File: src/common/cft_pkg.sv
// Constants, offsets and field layout of the charger flag and zone logic
package cft_pkg;
   localparam int unsigned CLK_HZ       = 10_000_000;
   localparam int unsigned ALERT_US     = 128;
   localparam int unsigned ALERT_CYC    = ALERT_US * (CLK_HZ / 1_000_000);
   localparam int unsigned TIMER_CYC    = 1_000_000;
   localparam int unsigned WAKE1_CYC    = 5_000;
   localparam int unsigned WAKE2_CYC    = 20_000;
   localparam int unsigned RSTWARN_CYC  = 40_000;

   localparam int          AW           = 3;
   localparam int          DW           = 16;
   localparam int          NFLAG        = 14;

   localparam logic [2:0]  ADR_FLAG     = 3'h0;
   localparam logic [2:0]  ADR_MASK     = 3'h1;
   localparam logic [2:0]  ADR_CTRL     = 3'h2;
   localparam logic [2:0]  ADR_TCC      = 3'h3;
   localparam logic [2:0]  ADR_FAST_CHARGE_CURRENT_CODE     = 3'h4;
   localparam logic [2:0]  ADR_LIVE     = 3'h5;
   localparam logic [2:0]  ADR_TSV      = 3'h6;

   localparam logic [15:0] MASK_RST     = 16'h3FFF;
   localparam logic [15:0] CTRL_RST     = 16'h0000;
   localparam logic [15:0] TCC_RST      = 16'h0000;
   localparam logic [15:0] FAST_CHARGE_CURRENT_CODE_RST     = 16'h000C;
   localparam logic [15:0] UNMAPPED_VAL = 16'hFFFF;

   localparam int          CTRL_TS_LSB  = 0;
   localparam int          CTRL_EXT_BIT = 2;
   localparam int          CTRL_PG_LSB  = 3;
   localparam int          CTRL_GPO_BIT = 5;
   localparam int          CTRL_RAIL_LSB = 6;
   localparam int          TCC_COOL_LSB = 0;
   localparam int          TCC_WARM_LSB = 8;

   localparam int          F_FOLD  = 0;
   localparam int          F_PGC   = 1;
   localparam int          F_OVP   = 2;
   localparam int          F_BOCP  = 3;
   localparam int          F_COLD  = 4;
   localparam int          F_COOL  = 5;
   localparam int          F_WARM  = 6;
   localparam int          F_HOT   = 7;
   localparam int          F_OPEN  = 8;
   localparam int          F_TMR   = 9;
   localparam int          F_ROCP  = 10;
   localparam int          F_WAKE1 = 11;
   localparam int          F_WAKE2 = 12;
   localparam int          F_RWARN = 13;

   typedef enum logic [1:0] {
      TS_FULL    = 2'b00,
      TS_HOTCOLD = 2'b01,
      TS_OFF     = 2'b10,
      TS_RSVD    = 2'b11
   } cft_ts_mode_type;

   typedef enum logic [1:0] {
      PG_SUPPLY  = 2'b00,
      PG_HOST    = 2'b01,
      PG_BUTTON  = 2'b10,
      PG_RSVD    = 2'b11
   } cft_pg_mode_type;
endpackage : cft_pkg

File: src/design/cft_flags.sv
// Charger fault flags, alert, safety timer and temperature zone control
// Function
// - Foldback flag on rise, reduced current, timer doubled
// - Supply flag both edges, gates charge, rail
// - Overvoltage: flag, pause, timer reset, battery rail
// - Battery overcurrent: flag, no charge, disconnect battery
// - Hot or cold suspends charge and timer
// - Cool zone scales fast charge current
// - Cool current truncated to whole steps
// - Warm zone lowers regulation voltage
// - Thermistor fault gives 128 us alert pulse
// - Flags sticky until host reads them, timer flag also cleared by toggle
// - Zone scheme full, hot/cold or off
// - Timer expiry flags, blocks charge until toggle
// - Regulator overcurrent flag, no charge effect
// - Button hold flags for three times
// - Supply good pin: supply, host or button
// - Thermistor voltage readable with supply or battery
// - Cool flag on rise, timer doubled option
//
// The plain strobed port and the register offsets were left to the implementer.
`timescale 1ns/100ps
module cft_flags
   import cft_pkg::*;
#(
   parameter int unsigned TIMER_CYCLES   = TIMER_CYC,
   parameter int unsigned WAKE1_CYCLES   = WAKE1_CYC,
   parameter int unsigned WAKE2_CYCLES   = WAKE2_CYC,
   parameter int unsigned RSTWARN_CYCLES = RSTWARN_CYC
) (
   input  wire logic          i_sys_clk,
   input  wire logic          i_rst,
   input  wire logic [AW-1:0] i_addr,
   input  wire logic [DW-1:0] i_wdata,
   input  wire logic          i_wr,
   input  wire logic          i_rd,
   output logic      [DW-1:0] o_rdata,
   input  wire logic          i_thermal_foldback,
   input  wire logic          i_input_good,
   input  wire logic          i_input_ovp,
   input  wire logic          i_bat_ocp,
   input  wire logic          i_ts_cold,
   input  wire logic          i_ts_cool,
   input  wire logic          i_ts_warm,
   input  wire logic          i_ts_hot,
   input  wire logic          i_ts_open,
   input  wire logic          i_reg_ocp,
   input  wire logic          i_button_input_n,
   input  wire logic          i_charge_allow,
   input  wire logic          i_bat_present,
   input  wire logic [9:0]    i_ts_voltage,
   output logic               o_alert_n,
   output logic               o_irq,
   output logic               o_charge_enable,
   output logic               o_charge_reduced,
   output logic      [7:0]    o_charge_current_code,
   output logic               o_warm_vreg_active,
   output logic      [7:0]    o_warm_vreg_code,
   output logic               o_timer_running,
   output logic               o_rail_from_input,
   output logic               o_rail_from_battery,
   output logic               o_battery_disconnect,
   output logic               o_supply_good_out,
   output logic               o_supply_good_oe
);

   if (WAKE1_CYCLES == 0 || WAKE1_CYCLES >= WAKE2_CYCLES ||
       WAKE2_CYCLES >= RSTWARN_CYCLES || TIMER_CYCLES < 2) begin : g_bad_param
      $error("cft_flags: timing parameters out of order");
   end

   logic [NFLAG-1:0] flag_reg;
   logic [NFLAG-1:0] flag_next;
   logic [NFLAG-1:0] mask_reg;
   logic [DW-1:0]    ctrl_reg;
   logic [DW-1:0]    tcc_reg;
   logic [DW-1:0]    fast_charge_current_code_reg;
   logic [NFLAG-1:0] cond_d_reg;
   logic             good_d_reg;
   logic             allow_d_reg;
   logic [31:0]      tmr_cnt_reg;
   logic [31:0]      tmr_cnt_next;
   logic             tmr_half_reg;
   logic             tmr_fault_reg;
   logic [31:0]      btn_cnt_reg;
   logic [31:0]      btn_cnt_next;
   logic [10:0]      alert_cnt_reg;
   logic [10:0]      alert_cnt_next;
   logic [DW-1:0]    rdata_next;

   // Register decode
   wire              wr_mask  = i_wr && (i_addr == ADR_MASK);
   wire              wr_ctrl  = i_wr && (i_addr == ADR_CTRL);
   wire              wr_tcc   = i_wr && (i_addr == ADR_TCC);
   wire              wr_fast_charge_current_code  = i_wr && (i_addr == ADR_FAST_CHARGE_CURRENT_CODE);
   wire              rd_flag  = i_rd && (i_addr == ADR_FLAG);

   // Configuration fields
   wire cft_ts_mode_type ts_mode = cft_ts_mode_type'(ctrl_reg[CTRL_TS_LSB +: 2]);
   wire cft_pg_mode_type pg_mode = cft_pg_mode_type'(ctrl_reg[CTRL_PG_LSB +: 2]);
   wire              tmr_ext   = ctrl_reg[CTRL_EXT_BIT];
   wire              gpo_val   = ctrl_reg[CTRL_GPO_BIT];
   wire [1:0]        rail_mode = ctrl_reg[CTRL_RAIL_LSB +: 2];
   wire [2:0]        cool_scl  = tcc_reg[TCC_COOL_LSB +: 3];
   wire [7:0]        warm_code = tcc_reg[TCC_WARM_LSB +: 8];
   wire [7:0]        fast_charge_current_code      = fast_charge_current_code_reg[7:0];

   // Zone response per scheme
   wire              ts_susp  = (ts_mode != TS_OFF) && (i_ts_hot || i_ts_cold);
   wire              cool_act = (ts_mode == TS_FULL) && i_ts_cool;
   wire              warm_act = (ts_mode == TS_FULL) && i_ts_warm;

   // Cool current scaled in eighths, truncated to whole steps
   wire [3:0]        cool_frac = 4'h8 - {1'b0, cool_scl};
   wire [11:0]       cool_prod = {4'h0, fast_charge_current_code} * {8'h00, cool_frac};
   wire [7:0]        cur_code  = cool_act ? cool_prod[10:3] : fast_charge_current_code;

   // Supply or charge-allow toggle
   wire              toggle = (i_input_good ^ good_d_reg) || (i_charge_allow ^ allow_d_reg);

   // Charge gating
   wire              chg_en = i_charge_allow && i_input_good && !i_input_ovp
                              && !i_bat_ocp && !ts_susp && !i_ts_open
                              && !tmr_fault_reg;

   // Safety timer: reset without good supply, on overvoltage or toggle
   wire              tmr_clr  = !i_input_good || i_input_ovp || toggle;
   wire              tmr_dbl  = tmr_ext && (cool_act || i_thermal_foldback);
   wire              tmr_tick = !tmr_dbl || tmr_half_reg;
   wire              tmr_run  = chg_en;
   wire              expire   = tmr_run && tmr_tick && !tmr_clr
                                && (tmr_cnt_reg == 32'(TIMER_CYCLES - 1));

   always_comb begin
      tmr_cnt_next = tmr_cnt_reg;
      if (tmr_clr) begin
         tmr_cnt_next = 32'h0000_0000;
      end else if (expire) begin
         tmr_cnt_next = 32'h0000_0000;
      end else if (tmr_run && tmr_tick) begin
         tmr_cnt_next = tmr_cnt_reg + 32'h0000_0001;
      end
   end

   // Button hold counter saturates at the warning time
   always_comb begin
      btn_cnt_next = btn_cnt_reg;
      if (i_button_input_n) begin
         btn_cnt_next = 32'h0000_0000;
      end else if (btn_cnt_reg != 32'(RSTWARN_CYCLES)) begin
         btn_cnt_next = btn_cnt_reg + 32'h0000_0001;
      end
   end

   wire              wake1 = btn_cnt_reg >= 32'(WAKE1_CYCLES);
   wire              wake2 = btn_cnt_reg >= 32'(WAKE2_CYCLES);
   wire              rwarn = btn_cnt_reg >= 32'(RSTWARN_CYCLES);

   // Flag conditions and events
   wire [NFLAG-1:0]  cond = {rwarn, wake2, wake1, i_reg_ocp, tmr_fault_reg, i_ts_open,
                             i_ts_hot, i_ts_warm, i_ts_cool, i_ts_cold, i_bat_ocp,
                             i_input_ovp, i_input_good, i_thermal_foldback};
   wire [NFLAG-1:0]  rise = cond & ~cond_d_reg;
   wire [NFLAG-1:0]  ev   = {rise[NFLAG-1:F_PGC+1],
                             cond[F_PGC] ^ cond_d_reg[F_PGC],
                             rise[F_FOLD]};
   wire [NFLAG-1:0]  tmr_clr_bit = toggle ? (NFLAG'(1) << F_TMR) : '0;
   wire [NFLAG-1:0]  clr  = (rd_flag ? '1 : '0) | tmr_clr_bit;
   wire [NFLAG-1:0]  ts_bits = cond & (NFLAG'(5'h1F) << F_COLD) & ~(NFLAG'(1) << F_TMR);

   always_comb begin
      flag_next = (flag_reg & ~clr) | ev;
   end

   // Alert pulse
   wire              alert_go = |(ev & mask_reg);
   always_comb begin
      alert_cnt_next = alert_cnt_reg;
      if (alert_go) begin
         alert_cnt_next = 11'(ALERT_CYC);
      end else if (alert_cnt_reg != 11'h000) begin
         alert_cnt_next = alert_cnt_reg - 11'h001;
      end
   end

   // Read mux
   wire [9:0]        tsv = (i_input_good || i_bat_present) ? i_ts_voltage : 10'h000;
   always_comb begin
      rdata_next = 16'h0000;
      if (i_rd) begin
         unique case (i_addr)
            ADR_FLAG: rdata_next = {2'h0, flag_reg};
            ADR_MASK: rdata_next = {2'h0, mask_reg};
            ADR_CTRL: rdata_next = ctrl_reg;
            ADR_TCC:  rdata_next = tcc_reg;
            ADR_FAST_CHARGE_CURRENT_CODE: rdata_next = fast_charge_current_code_reg;
            ADR_LIVE: rdata_next = {2'h0, cond};
            ADR_TSV:  rdata_next = {6'h00, tsv};
            default:  rdata_next = UNMAPPED_VAL;
         endcase
      end
   end

   // Pin and rail decisions
   wire              rail_in = i_input_good && (rail_mode == 2'b00) && !i_input_ovp;
   wire              rail_bat = !rail_in && !i_bat_ocp;
   logic             pg_drive;
   always_comb begin
      unique case (pg_mode)
         PG_HOST:   pg_drive = !gpo_val;
         PG_BUTTON: pg_drive = !i_button_input_n;
         default:   pg_drive = i_input_good;
      endcase
   end

   // Software registers
   always_ff @(posedge i_sys_clk or posedge i_rst) begin
      if (i_rst) begin
         mask_reg <= MASK_RST[NFLAG-1:0];
         ctrl_reg <= CTRL_RST;
         tcc_reg  <= TCC_RST;
         fast_charge_current_code_reg <= FAST_CHARGE_CURRENT_CODE_RST;
      end else begin
         if (wr_mask) mask_reg <= i_wdata[NFLAG-1:0];
         if (wr_ctrl) ctrl_reg <= i_wdata;
         if (wr_tcc)  tcc_reg  <= i_wdata;
         if (wr_fast_charge_current_code) fast_charge_current_code_reg <= i_wdata;
      end
   end

   // Flags, edges and timers
   always_ff @(posedge i_sys_clk or posedge i_rst) begin
      if (i_rst) begin
         flag_reg      <= '0;
         cond_d_reg    <= '0;
         good_d_reg    <= 1'b0;
         allow_d_reg   <= 1'b0;
         tmr_cnt_reg   <= 32'h0000_0000;
         tmr_half_reg  <= 1'b0;
         tmr_fault_reg <= 1'b0;
         btn_cnt_reg   <= 32'h0000_0000;
         alert_cnt_reg <= 11'h000;
      end else begin
         flag_reg      <= flag_next;
         cond_d_reg    <= cond;
         good_d_reg    <= i_input_good;
         allow_d_reg   <= i_charge_allow;
         tmr_cnt_reg   <= tmr_cnt_next;
         tmr_half_reg  <= !tmr_half_reg;
         tmr_fault_reg <= expire || (tmr_fault_reg && !toggle);
         btn_cnt_reg   <= btn_cnt_next;
         alert_cnt_reg <= alert_cnt_next;
      end
   end

   // Registered outputs
   always_ff @(posedge i_sys_clk or posedge i_rst) begin
      if (i_rst) begin
         o_rdata               <= 16'h0000;
         o_charge_enable       <= 1'b0;
         o_charge_reduced      <= 1'b0;
         o_charge_current_code <= 8'h00;
         o_warm_vreg_active    <= 1'b0;
         o_warm_vreg_code      <= 8'h00;
         o_timer_running       <= 1'b0;
         o_rail_from_input     <= 1'b0;
         o_rail_from_battery   <= 1'b0;
         o_battery_disconnect  <= 1'b0;
         o_supply_good_oe      <= 1'b0;
      end else begin
         o_rdata               <= rdata_next;
         o_charge_enable       <= chg_en;
         o_charge_reduced      <= cool_act || i_thermal_foldback;
         o_charge_current_code <= cur_code;
         o_warm_vreg_active    <= warm_act;
         o_warm_vreg_code      <= warm_code;
         o_timer_running       <= tmr_run;
         o_rail_from_input     <= rail_in;
         o_rail_from_battery   <= rail_bat;
         o_battery_disconnect  <= i_bat_ocp;
         o_supply_good_oe      <= pg_drive;
      end
   end

   assign o_supply_good_out = 1'b0;
   assign o_alert_n         = (alert_cnt_reg == 11'h000);
   assign o_irq             = |(flag_reg & mask_reg);
endmodule : cft_flags

File: config.mk
export PLATFORM = sky130hd
export DESIGN_NAME = cft_flags
export DESIGN_NICKNAME = d
export VERILOG_FILES = /design/src/common/cft_pkg.sv /design/src/design/cft_flags.sv
export SDC_FILE = /design/constraint.sdc
export NUM_CORES = 1
export LEC_CHECK = 0
export CORE_ASPECT_RATIO = 0.75
export CORE_UTILIZATION = 40
export CTS_CLUSTER_DIAMETER = 100
export DETAILED_ROUTE_END_ITERATION = 8
export DONT_BUFFER_PORTS = 1
export REMOVE_ABC_BUFFERS = 1
export SYNTH_ARGS = -nofsm -noshare
export SYNTH_HDL_FRONTEND = slang
export SYNTH_SLANG_ARGS = --single-unit
File: constraint.sdc
create_clock -name i_sys_clk -period 10.14 [get_ports i_sys_clk]
set_input_delay 2.028 -clock i_sys_clk [delete_from_list [all_inputs] [get_ports i_sys_clk]]
set_output_delay 2.028 -clock i_sys_clk [all_outputs]
set_load 0.02 [all_outputs]
* Word level (Yosys, flattened, before mapping)
Index checks and enable logic that the tools add are counted.
** Cells by class
- Add/sub/neg operators :: 4
- $mul :: 1
- Order comparisons :: 3
- Eq/ne operators :: 11
- Muxes and demuxes :: 14
- Bitwise gates (word level) :: 11
- Reductions and logical operators :: 53
** Operators with widths (number)
- 2-to-1 mux 32 bit :: 5
- one-hot mux 16 bit (7 select lines) :: 1
- adder 32 x 1 -> 32 bit (second input constant) :: 2
- bitwise AND 14 bit :: 4
- equality test 32 x 20 -> 1 bit (second input constant) :: 1
- greater-or-equal comparator 32 x 13 -> 1 bit (second input constant) :: 1
- greater-or-equal comparator 32 x 15 -> 1 bit (second input constant) :: 1
- greater-or-equal comparator 32 x 16 -> 1 bit (second input constant) :: 1
- inequality test 32 x 16 -> 1 bit (second input constant) :: 1
- inverter 14 bit :: 2
- OR reduction 14 bit :: 2
- logical AND 1 bit :: 22
- 2-to-1 mux 11 bit :: 2
- 2-to-1 mux 10 bit :: 2
- 2-to-1 mux 16 bit :: 1
- 2-to-1 mux 14 bit :: 1
- bitwise OR 14 x 10 -> 14 bit :: 1
- bitwise OR 14 bit :: 1
- zero test 1 bit :: 13
- zero test 11 bit :: 1
- multiplier 8 x 4 -> 11 bit :: 1
- nonzero test 11 bit :: 1
- subtractor 11 x 1 -> 11 bit (second input constant) :: 1
- equality test 3 bit (second input constant) :: 3
- other kinds (14) :: 26
** Storage, ports and cells
- Flip-flop bits (word level) :: 208
- Bits of input ports :: 46
- Output and inout bits :: 43

* Longest topological paths before layout
Gate-level depths: netlist (run 1).
- Depth after elaboration :: 11
- Mapped depth :: 16

* Worst setup path after synthesis (run 1)
No wires, ideal clock.
- Kind :: reg2reg
- From :: reg tcc_reg[0]
- To :: reg o_charge_current_code[7]
- Setup time :: 136 ps
- Data arrival time :: 3997 ps
- Required time :: 10004 ps
- Setup slack :: 6007 ps
- Stages on the path, launching flop included :: 16
- Path buffers :: 2
- Clock period less this slack :: 4133 ps
- Cells stage by stage :: dfrtp_1 -> clkbuf_1 -> inv_1 -> ha_1 -> xnor2_1 -> nand2_1 -> fa_1 -> fa_1 -> inv_1 -> ha_1 -> clkbuf_1 -> nand3_1 -> o2111a_1 -> o21a_1 -> o211a_1 -> or3b_2
** On the way
- Word-level cells in the longest chain between the ends :: 3
** RTL lines
- from (decl) :: line cft_flags.sv:76 : logic [DW-1:0] tcc_reg;
- from (signal assigned) :: line cft_flags.sv:226 : if (wr_tcc) tcc_reg <= i_wdata;
- subtractor 4 x 3 -> 4 bit :: line cft_flags.sv:114 : wire [3:0] cool_frac = 4'h8 - {1'b0, cool_scl};
- multiplier 8 x 4 -> 11 bit :: line cft_flags.sv:115 : wire [11:0] cool_prod = {4'h0, fast_charge_current_code} * {8'h00, cool_frac};
- 2-to-1 mux 8 bit :: line cft_flags.sv:116 : wire [7:0] cur_code = cool_act ? cool_prod[10:3] : fast_charge_current_code;
- named net cur_code[7] :: line cft_flags.sv:116
- to (signal assigned) :: line cft_flags.sv:274 : o_charge_current_code <= cur_code;
- to (decl) :: line cft_flags.sv:56 : output logic [7:0] o_charge_current_code,
The timed path passes the listed nets, and every way through them passes these cells.
A chain may end at the register's enable or synchronous reset.

* Worst setup path in the final report (run 1)
- From :: reg alert_cnt_reg[6]
- To :: out o_alert_n
** On the way
- Word-level cells in the longest chain between the ends :: 1
** RTL lines
- from (decl) :: line cft_flags.sv:87 : logic [10:0] alert_cnt_reg;
- from (signal assigned) :: line cft_flags.sv:252 : alert_cnt_reg <= alert_cnt_next;
- zero test 11 bit :: line cft_flags.sv:286 : assign o_alert_n = (alert_cnt_reg == 11'h000);
- to (decl) :: line cft_flags.sv:52 : output logic o_alert_n,
Every way passes these cells.

==> results.md, run 1 <==
- Via Count: between 8k and 9k
- Post-DP HPWL: slightly below 20,000 um
- Yosys cell types: 70
- Final hold vios: 0
- Worst slew margin: 0.290
- Fill cells: 2,506
- Clock Sinks: around 210
- Post-route ant nets: 0
- Overall power: ~0.0024 W
- Pin count of the biggest net entering global routing: 131
- Starting Density: 0.413
- Post-synthesis compound-gate area fraction: 0.128
- Die X: slightly below 200 um
- R2R depth: 13
- Simple-gate portion of the synthesized area: 0.200
- Unrepaired setup endpoints after global routing: no
- CP max stage delay: just over 0.7 ns
- Post-CTS resize count: 0
- Root Driver: clkbuf_16
- Num CTS Buffers: 23
- Initial DRC count: between 500 and 600
- Dominant synthesized flop cell: dfrtp_1
- Crit path launch: alert_cnt_reg[6]
- CTS clk-pin slew, worst paths: 0.06 ns
- Area Overhead vs Synth: 9.38%
- Core area: between 20,000 and 30,000 sq um
- Pins Over Slew Limit: 0
- TritonRoute pass-1 iters: 4
- Hold endpoint: o_warm_vreg_code[6]
- Final period demand of the worst path: 4.43 ns
- Antenna violations before repair: 1
- H-tree depth: 1
- Status: completed
- Die area: 27,800 sq um
- XOR/XNOR Fraction of Synth Area: 0.0330
- Wire length of the first global-routing pass: between 40,000 and 50,000 um
- R2r endpoint: o_charge_current_code[7]
- Ant diodes: 0
- Data required, critical path: slightly above 8 ns
- Power Dens Cells: around 200 nW/um^2
- Cell count after synthesis: between 1k and 1.5k
- Drt via density: 5.70
- Hold depth: 0
- TNS Setup: 0 ns
- Multiplexer share of the synthesized area: 0.0757
- CP startpoint kind: flop
- Grt total ovfl: 0
- Row Count: 51
- Cell leakage power: roughly 5 nW
- Clock Latency Late Sink: 0.51 ns
- WL final: about 28,000 um
- Buffer and inverter count on the worst path: 1
- GP Congestion: roughly 0.83
- Die Y: 145 um
- Clk buf depth: 3
- Setup repair bufs after CTS: 0
- Cts hold-fix bufs: 0
- CP endpoint kind: primary output
- Vias in the first global route: roughly 7.7k
- CTS tree: built
- CP top delay family: simple AND/OR/NAND/NOR gates
- Max Cap Viol: 0
- Avg Synthesized Cell Area: 9.95 sq um
- Max FO, Critical Path: 8
- Synth warn: 0
- Synth Cell Area: between 10,000 and 15,000 sq um
- Crit Path Class: flop to primary output
- Peak supply drop: just under 0.0002 V
- Async SR Flop Fraction: 1.00
- Overall routing resource usage: 0.209
- Register bit total from synthesis: roughly 200
- Maximum clock frequency: around 0.23 GHz
- Final setup skew: 0.0165 ns
- # IOs: between 80 and 90
- Register area share after synthesis: 0.476
- Layout cell share with drive strength beyond 1: 0.127
- Worst Path Arrival: roughly 2.4 ns
- Adder-Cell Fraction of Synth Area: 0.0440
- Input/output buffers: 0
- Slowest stage cell, crit path: nor4_1
- Hold Startpoint: tcc_reg[14]
- Post-route DRC violation count: 0
- Number of enable flip-flop cells after synthesis: 0
- CP cell instances: nor4_1 > nand4b_1 > inv_1
- Setup violations, final: 0
- Final period util: 0.437
- Worst R2R Setup Slack: roughly 5.7 ns
- Min-Delay Path Class: flop to flop
- Worst slew pin tran: around 1.1 ns
- Largest family of logic cells by synthesized area: simple AND/OR/NAND/NOR gates
- Worst reg2reg path startpoint: tcc_reg[0]
- Nets: ~1.1k
- Post-DR wirelength/cell: between 15 and 20 um
==> cells in the final DEF, fill, tap and decap left out, drive strengths merged, types with 5 or more instances in the layout <==
cell type  synthesis  final
a31oi             34     34
ha                19     19
o21a               6      6
a22oi              9      9
nand2b             6      6
nand3             37     37
nor3b              7      7
xor2              14     14
clkinv             0      9
a221oi             9      9
nor2b             13     13
nand2            108    108
or3b               5      5
or3               10     10
a21boi             9      9
dfstp             16     16
clkbuf            54     30
and4               9      9
and3               7      7
dfrtp            190    190
nor2              60     60
nor4              24     24
nand3b            20     20
o21ai             60     60
and2              32     32
or4                5      5
mux2              58     58
inv               60     60
nor3              35     35
buf                5      9
xnor2             27     27
a21oi             22     22
nand4             23     23
o211ai             9      9
mux2i             17     17
fa                12     12
==> synth_stat cells (all sizes together), types with 13 or more instances <==
| cell type | instances | area share |
|---|---|---|
| nand3 | 37 | 0.017 |
| inv | 60 | 0.021 |
| xnor2 | 27 | 0.022 |
| nor3 | 35 | 0.016 |
| mux2 | 58 | 0.060 |
| o21ai | 60 | 0.028 |
| nor4 | 24 | 0.014 |
| nor2 | 60 | 0.021 |
| nand3b | 20 | 0.014 |
| and2 | 32 | 0.018 |
| clkbuf | 54 | 0.019 |
| xor2 | 14 | 0.011 |
| dfstp | 16 | 0.039 |
| ha | 19 | 0.022 |
| dfrtp | 190 | 0.44 |
| a31oi | 34 | 0.020 |
| nor2b | 13 | 0.0075 |
| nand2 | 108 | 0.037 |
| nand4 | 23 | 0.013 |
| a21oi | 22 | 0.010 |
| mux2i | 17 | 0.016 |
==> stage by stage <==
step | instance area [sq um] | worst slack [ns] | cells | util | hold WS [ns]
global placement | 11100 | 5.79 | 1386 | 0.424 | 0.371
detailed placement | 11100 | 5.73 | 1386 | 0.424 | 0.388
CTS | 11900 | 5.68 | 1427 | 0.452 | 0.399
floorplan | 10600 | 2.51 | 1033 | - | 0.364
global route | 11900 | 5.38 | 1427 | 0.452 | 0.417
finish | 11900 | 5.71 | 1427 | 0.452 | 0.404
==> final cells by class <==
| type | instances | area [sq um] | share of cell area |
|---|---|---|---|
| multi-input cells | 767 | 5240 | 0.440 |
| flip-flops and latches | 206 | 5170 | 0.435 |
| clock inverters | 11 | 105 | 0.00884 |
| well taps | 344 | 430 | 0.0362 |
| clock buffers | 30 | 642 | 0.0540 |
| inverters | 60 | 233 | 0.0196 |
| repair buffers | 9 | 67.6 | 0.00568 |
==> cell families after synthesis <==
group,after synthesis
compound gates,207
xor+xnor,41
fa+ha+maj,31
buf+inv,119
flops,206
mux,75
other cells,1
simple gates,412
==> worst max-delay path by stage <==
| stage | endpoint | cells past startpoint |
|---|---|---|
| 2_1_floorplan | alert_cnt_reg[0] | 1 |
| 3_3_place_gp | o_charge_current_code[7] | 11 |
| 3_5_place_dp | o_charge_current_code[7] | 13 |
| 4_1_cts | o_alert_n | 3 |
| 5_1_grt | o_charge_current_code[7] | 11 |
| 6_report | o_alert_n | 3 |
==> per-layer routing <==
metal  wire, um  track usage  part of all wire  vias up
met5         12            0           0.00042        -
met4        459       0.0448             0.016        2
met3       2410       0.0579             0.085       33
met2      11300        0.285              0.40      215
met1      14200        0.322              0.50     4020
li1           -            -                 -     3863
==> power by group <==
part           leakage, nW  switching (W)  internal, W
clock                0.379       0.000337     0.000495
sequential            2.59       0.000129     0.000938
combinational         2.06       0.000285     0.000235
total                 5.03       0.000750      0.00167
(Power assumes the default switching activity.)
==> run 2, diff against run 1 <==
==> constraint.sdc (replaced) <==
create_clock -name i_sys_clk -period 3.8 [get_ports i_sys_clk]
set_input_delay 0.76 -clock i_sys_clk [delete_from_list [all_inputs] [get_ports i_sys_clk]]
set_output_delay 0.76 -clock i_sys_clk [all_outputs]
set_load 0.02 [all_outputs]
==> run 2 against run 1 <==
Count of clock-buffer cells in the layout is 2 lower. Critical path type is now flop to flop. Non-clock buffer count up 31. Utilization is 1.5 points higher. Largest power group unchanged. Clock skew is 0.0060 ns lower.
==> results.md, run 2 (synthesis gave the netlist of run 1 again) <==
- Wire length of the first global-routing pass: 47,300 um (+5.4%)
- Max FO, Critical Path: 6 (-2)
- Post-route DRC violation count: 0 (unchanged)
- Clk buf depth: 3 (unchanged)
- Row Count: 51 (unchanged)
- Nets: 1,175 (+2.7%)
- Die area: 27,800 sq um (unchanged)
- Via Count: 8,437 (+3.7%)
- CP startpoint kind: flop
- TritonRoute pass-1 iters: 8 (+4)
- Final setup skew: 0.0106 ns (-0.00600 ns)
- CTS clk-pin slew, worst paths: 0.06 ns (about the same)
- Post-DR wirelength/cell: 20.4 um (+2.5%)
- Status: completed
- Core area: 26,300 sq um (unchanged)
- Data required, critical path: 4.25 ns (-3.86 ns)
- R2R depth: 13 (unchanged)
- Pin count of the biggest net entering global routing: 97 (-26%)
- CP endpoint kind: flop
- Layout cell share with drive strength beyond 1: 0.167 (+0.0405)
- Num CTS Buffers: 23 (unchanged)
- # IOs: 89 (unchanged)
- Cts hold-fix bufs: 0 (unchanged)
- Initial DRC count: 728 (+24%)
- Most common cell after layout, fill and taps aside: dfrtp_1
- WL final: 29,800 um (+4.7%)
- Clock Latency Late Sink: 0.52 ns (about the same)
- Worst slew margin: 0.382 (+0.0920)
- Die X: 192 um (unchanged)
- Vias in the first global route: 8,219 (+7.2%)
- CTS tree: built
- Worst slew pin tran: 0.928 ns (-0.138 ns)
- Grt total ovfl: 0 (unchanged)
- Min-Delay Path Class: primary input to async pin
- Die Y: 145 um (unchanged)
- Power Dens Cells: 570 nW/um^2 (+180%)
- Ant diodes: 0 (unchanged)
- Unrepaired setup endpoints after global routing: no
- Fin util: 0.468 (+0.0153)
- Final hold vios: 0 (unchanged)
- Root Driver: clkbuf_16
- Post-DP HPWL: 20,400 um (+5.4%)
- Cell leakage power: 5.21 nW (+3.5%)
- Overall routing resource usage: 0.219 (+0.00964)
- Clock Sinks: 206 (unchanged)
- Input/output buffers: 0 (unchanged)
- Placed Area: 11,300 sq um (+1.8%)
- Final period demand of the worst path: roughly 3.6 ns
- Antenna violations before repair: 1 (unchanged)
- H-tree depth: 1 (unchanged)
- GP Congestion: 0.850 (+2.1%)
- Maximum clock frequency: 0.277 GHz
- Finished Cell Area: 12,300 sq um (+3.4%)
- Drt via density: 5.79 (+1.5%)
- Worst Path Arrival: 4.06 ns (+1.66 ns)
- Final period util: 0.950
- Post-route ant nets: 0 (unchanged)
- Setup violations, final: 0 (unchanged)
- Crit Path Class: flop to flop
- Starting Density: 0.413 (unchanged)
- Most frequent cells in the layout: dfrtp_1, nand2_1, nor2_1, o21ai_0, mux2_2
- Pins Over Slew Limit: 0 (unchanged)
- Peak supply drop: 0.000721 V (+270%)
- Area Overhead vs Synth: 13.1%
- Max Cap Viol: 0 (unchanged)
==> run 2: changes by cell type in the layout (fill, tap and decap cells not counted), sizes merged <==
cell,change
clkbuf,-2
bufinv,+2
buf,+31
==> run 2: cell type report <==
cell class | instances | area [sq um]
clock buffers | 28 | 624
clock inverters | 13 | 169
fillers | 2463 | 14000
inverters | 60 | 233
multi-input cells | 767 | 5360
flip-flops and latches | 206 | 5180
well taps | 344 | 430
repair buffers | 40 | 304
==> run 2: final timing paths <==
check                             start                              end  slack, ns
max                          tcc_reg[0]         o_charge_current_code[7]       0.19
min                               i_rst                       o_rdata[9]       0.17
max reg2reg                  tcc_reg[0]         o_charge_current_code[7]       0.19
min reg2reg                 tcc_reg[14]              o_warm_vreg_code[6]       0.39
max in group asynchronous         i_rst  fast_charge_current_code_reg[2]       2.68
min in group i_sys_clk     i_input_good                    cond_d_reg[1]       0.27
==> run 2: metrics by stage <==
stage                     instances  power, W  hold slack, ns  setup TNS (ns)  setup WS [ns]
final                          1458   0.00701           0.169               0          0.189
after global routing           1458   0.00742           0.245               0         0.0204
after CTS                      1457   0.00696           0.228               0       0.000826
after detailed placement       1413   0.00445           0.381          -0.276         -0.276
after global placement         1413   0.00441           0.374          -0.141         -0.141
after floorplan                1033   0.00391           0.364         -511.20          -2.56
==> run 2: worst max-delay path, stage by stage (launching register included) <==
cell and delay (ns):
dfrtp_1 0.39, buf_4 0.14, nor3_2 0.15, buf_4 0.16, nand2_2 0.07, fa_1 0.51
inv_1 0.05, fa_1 0.48, fa_2 0.41, a21oi_4 0.15, o2111a_1 0.26, nor3_2 0.07
or4_1 0.47, or3b_4 0.24
==> run 2: what timing repair did <==
item,4_1_cts,5_1_grt
pin swaps,4,10
setup buffers,3,1
gates resized for setup,11,11
setup endpoints to repair,2,2
==> run 2: metal layers <==
layer / up-vias / routed length, um / part of all wire / GRT usage
li1: 3947 / - / - / -
met3: 38 / 2570 / 0.086 / 0.0586
met1: 4179 / 14600 / 0.49 / 0.331
met4: 2 / 515 / 0.017 / 0.0464
met5: - / 17 / 0.00057 / 0
met2: 271 / 12100 / 0.41 / 0.307
==> run 2: power breakdown <==
group | internal [W] | switching, W | leakage, nW
Clock | 0.00144 | 0.000930 | 0.399
Combinational | 0.000895 | 0.000924 | 2.22
Sequential | 0.00250 | 0.000322 | 2.59
Total | 0.00484 | 0.00218 | 5.21
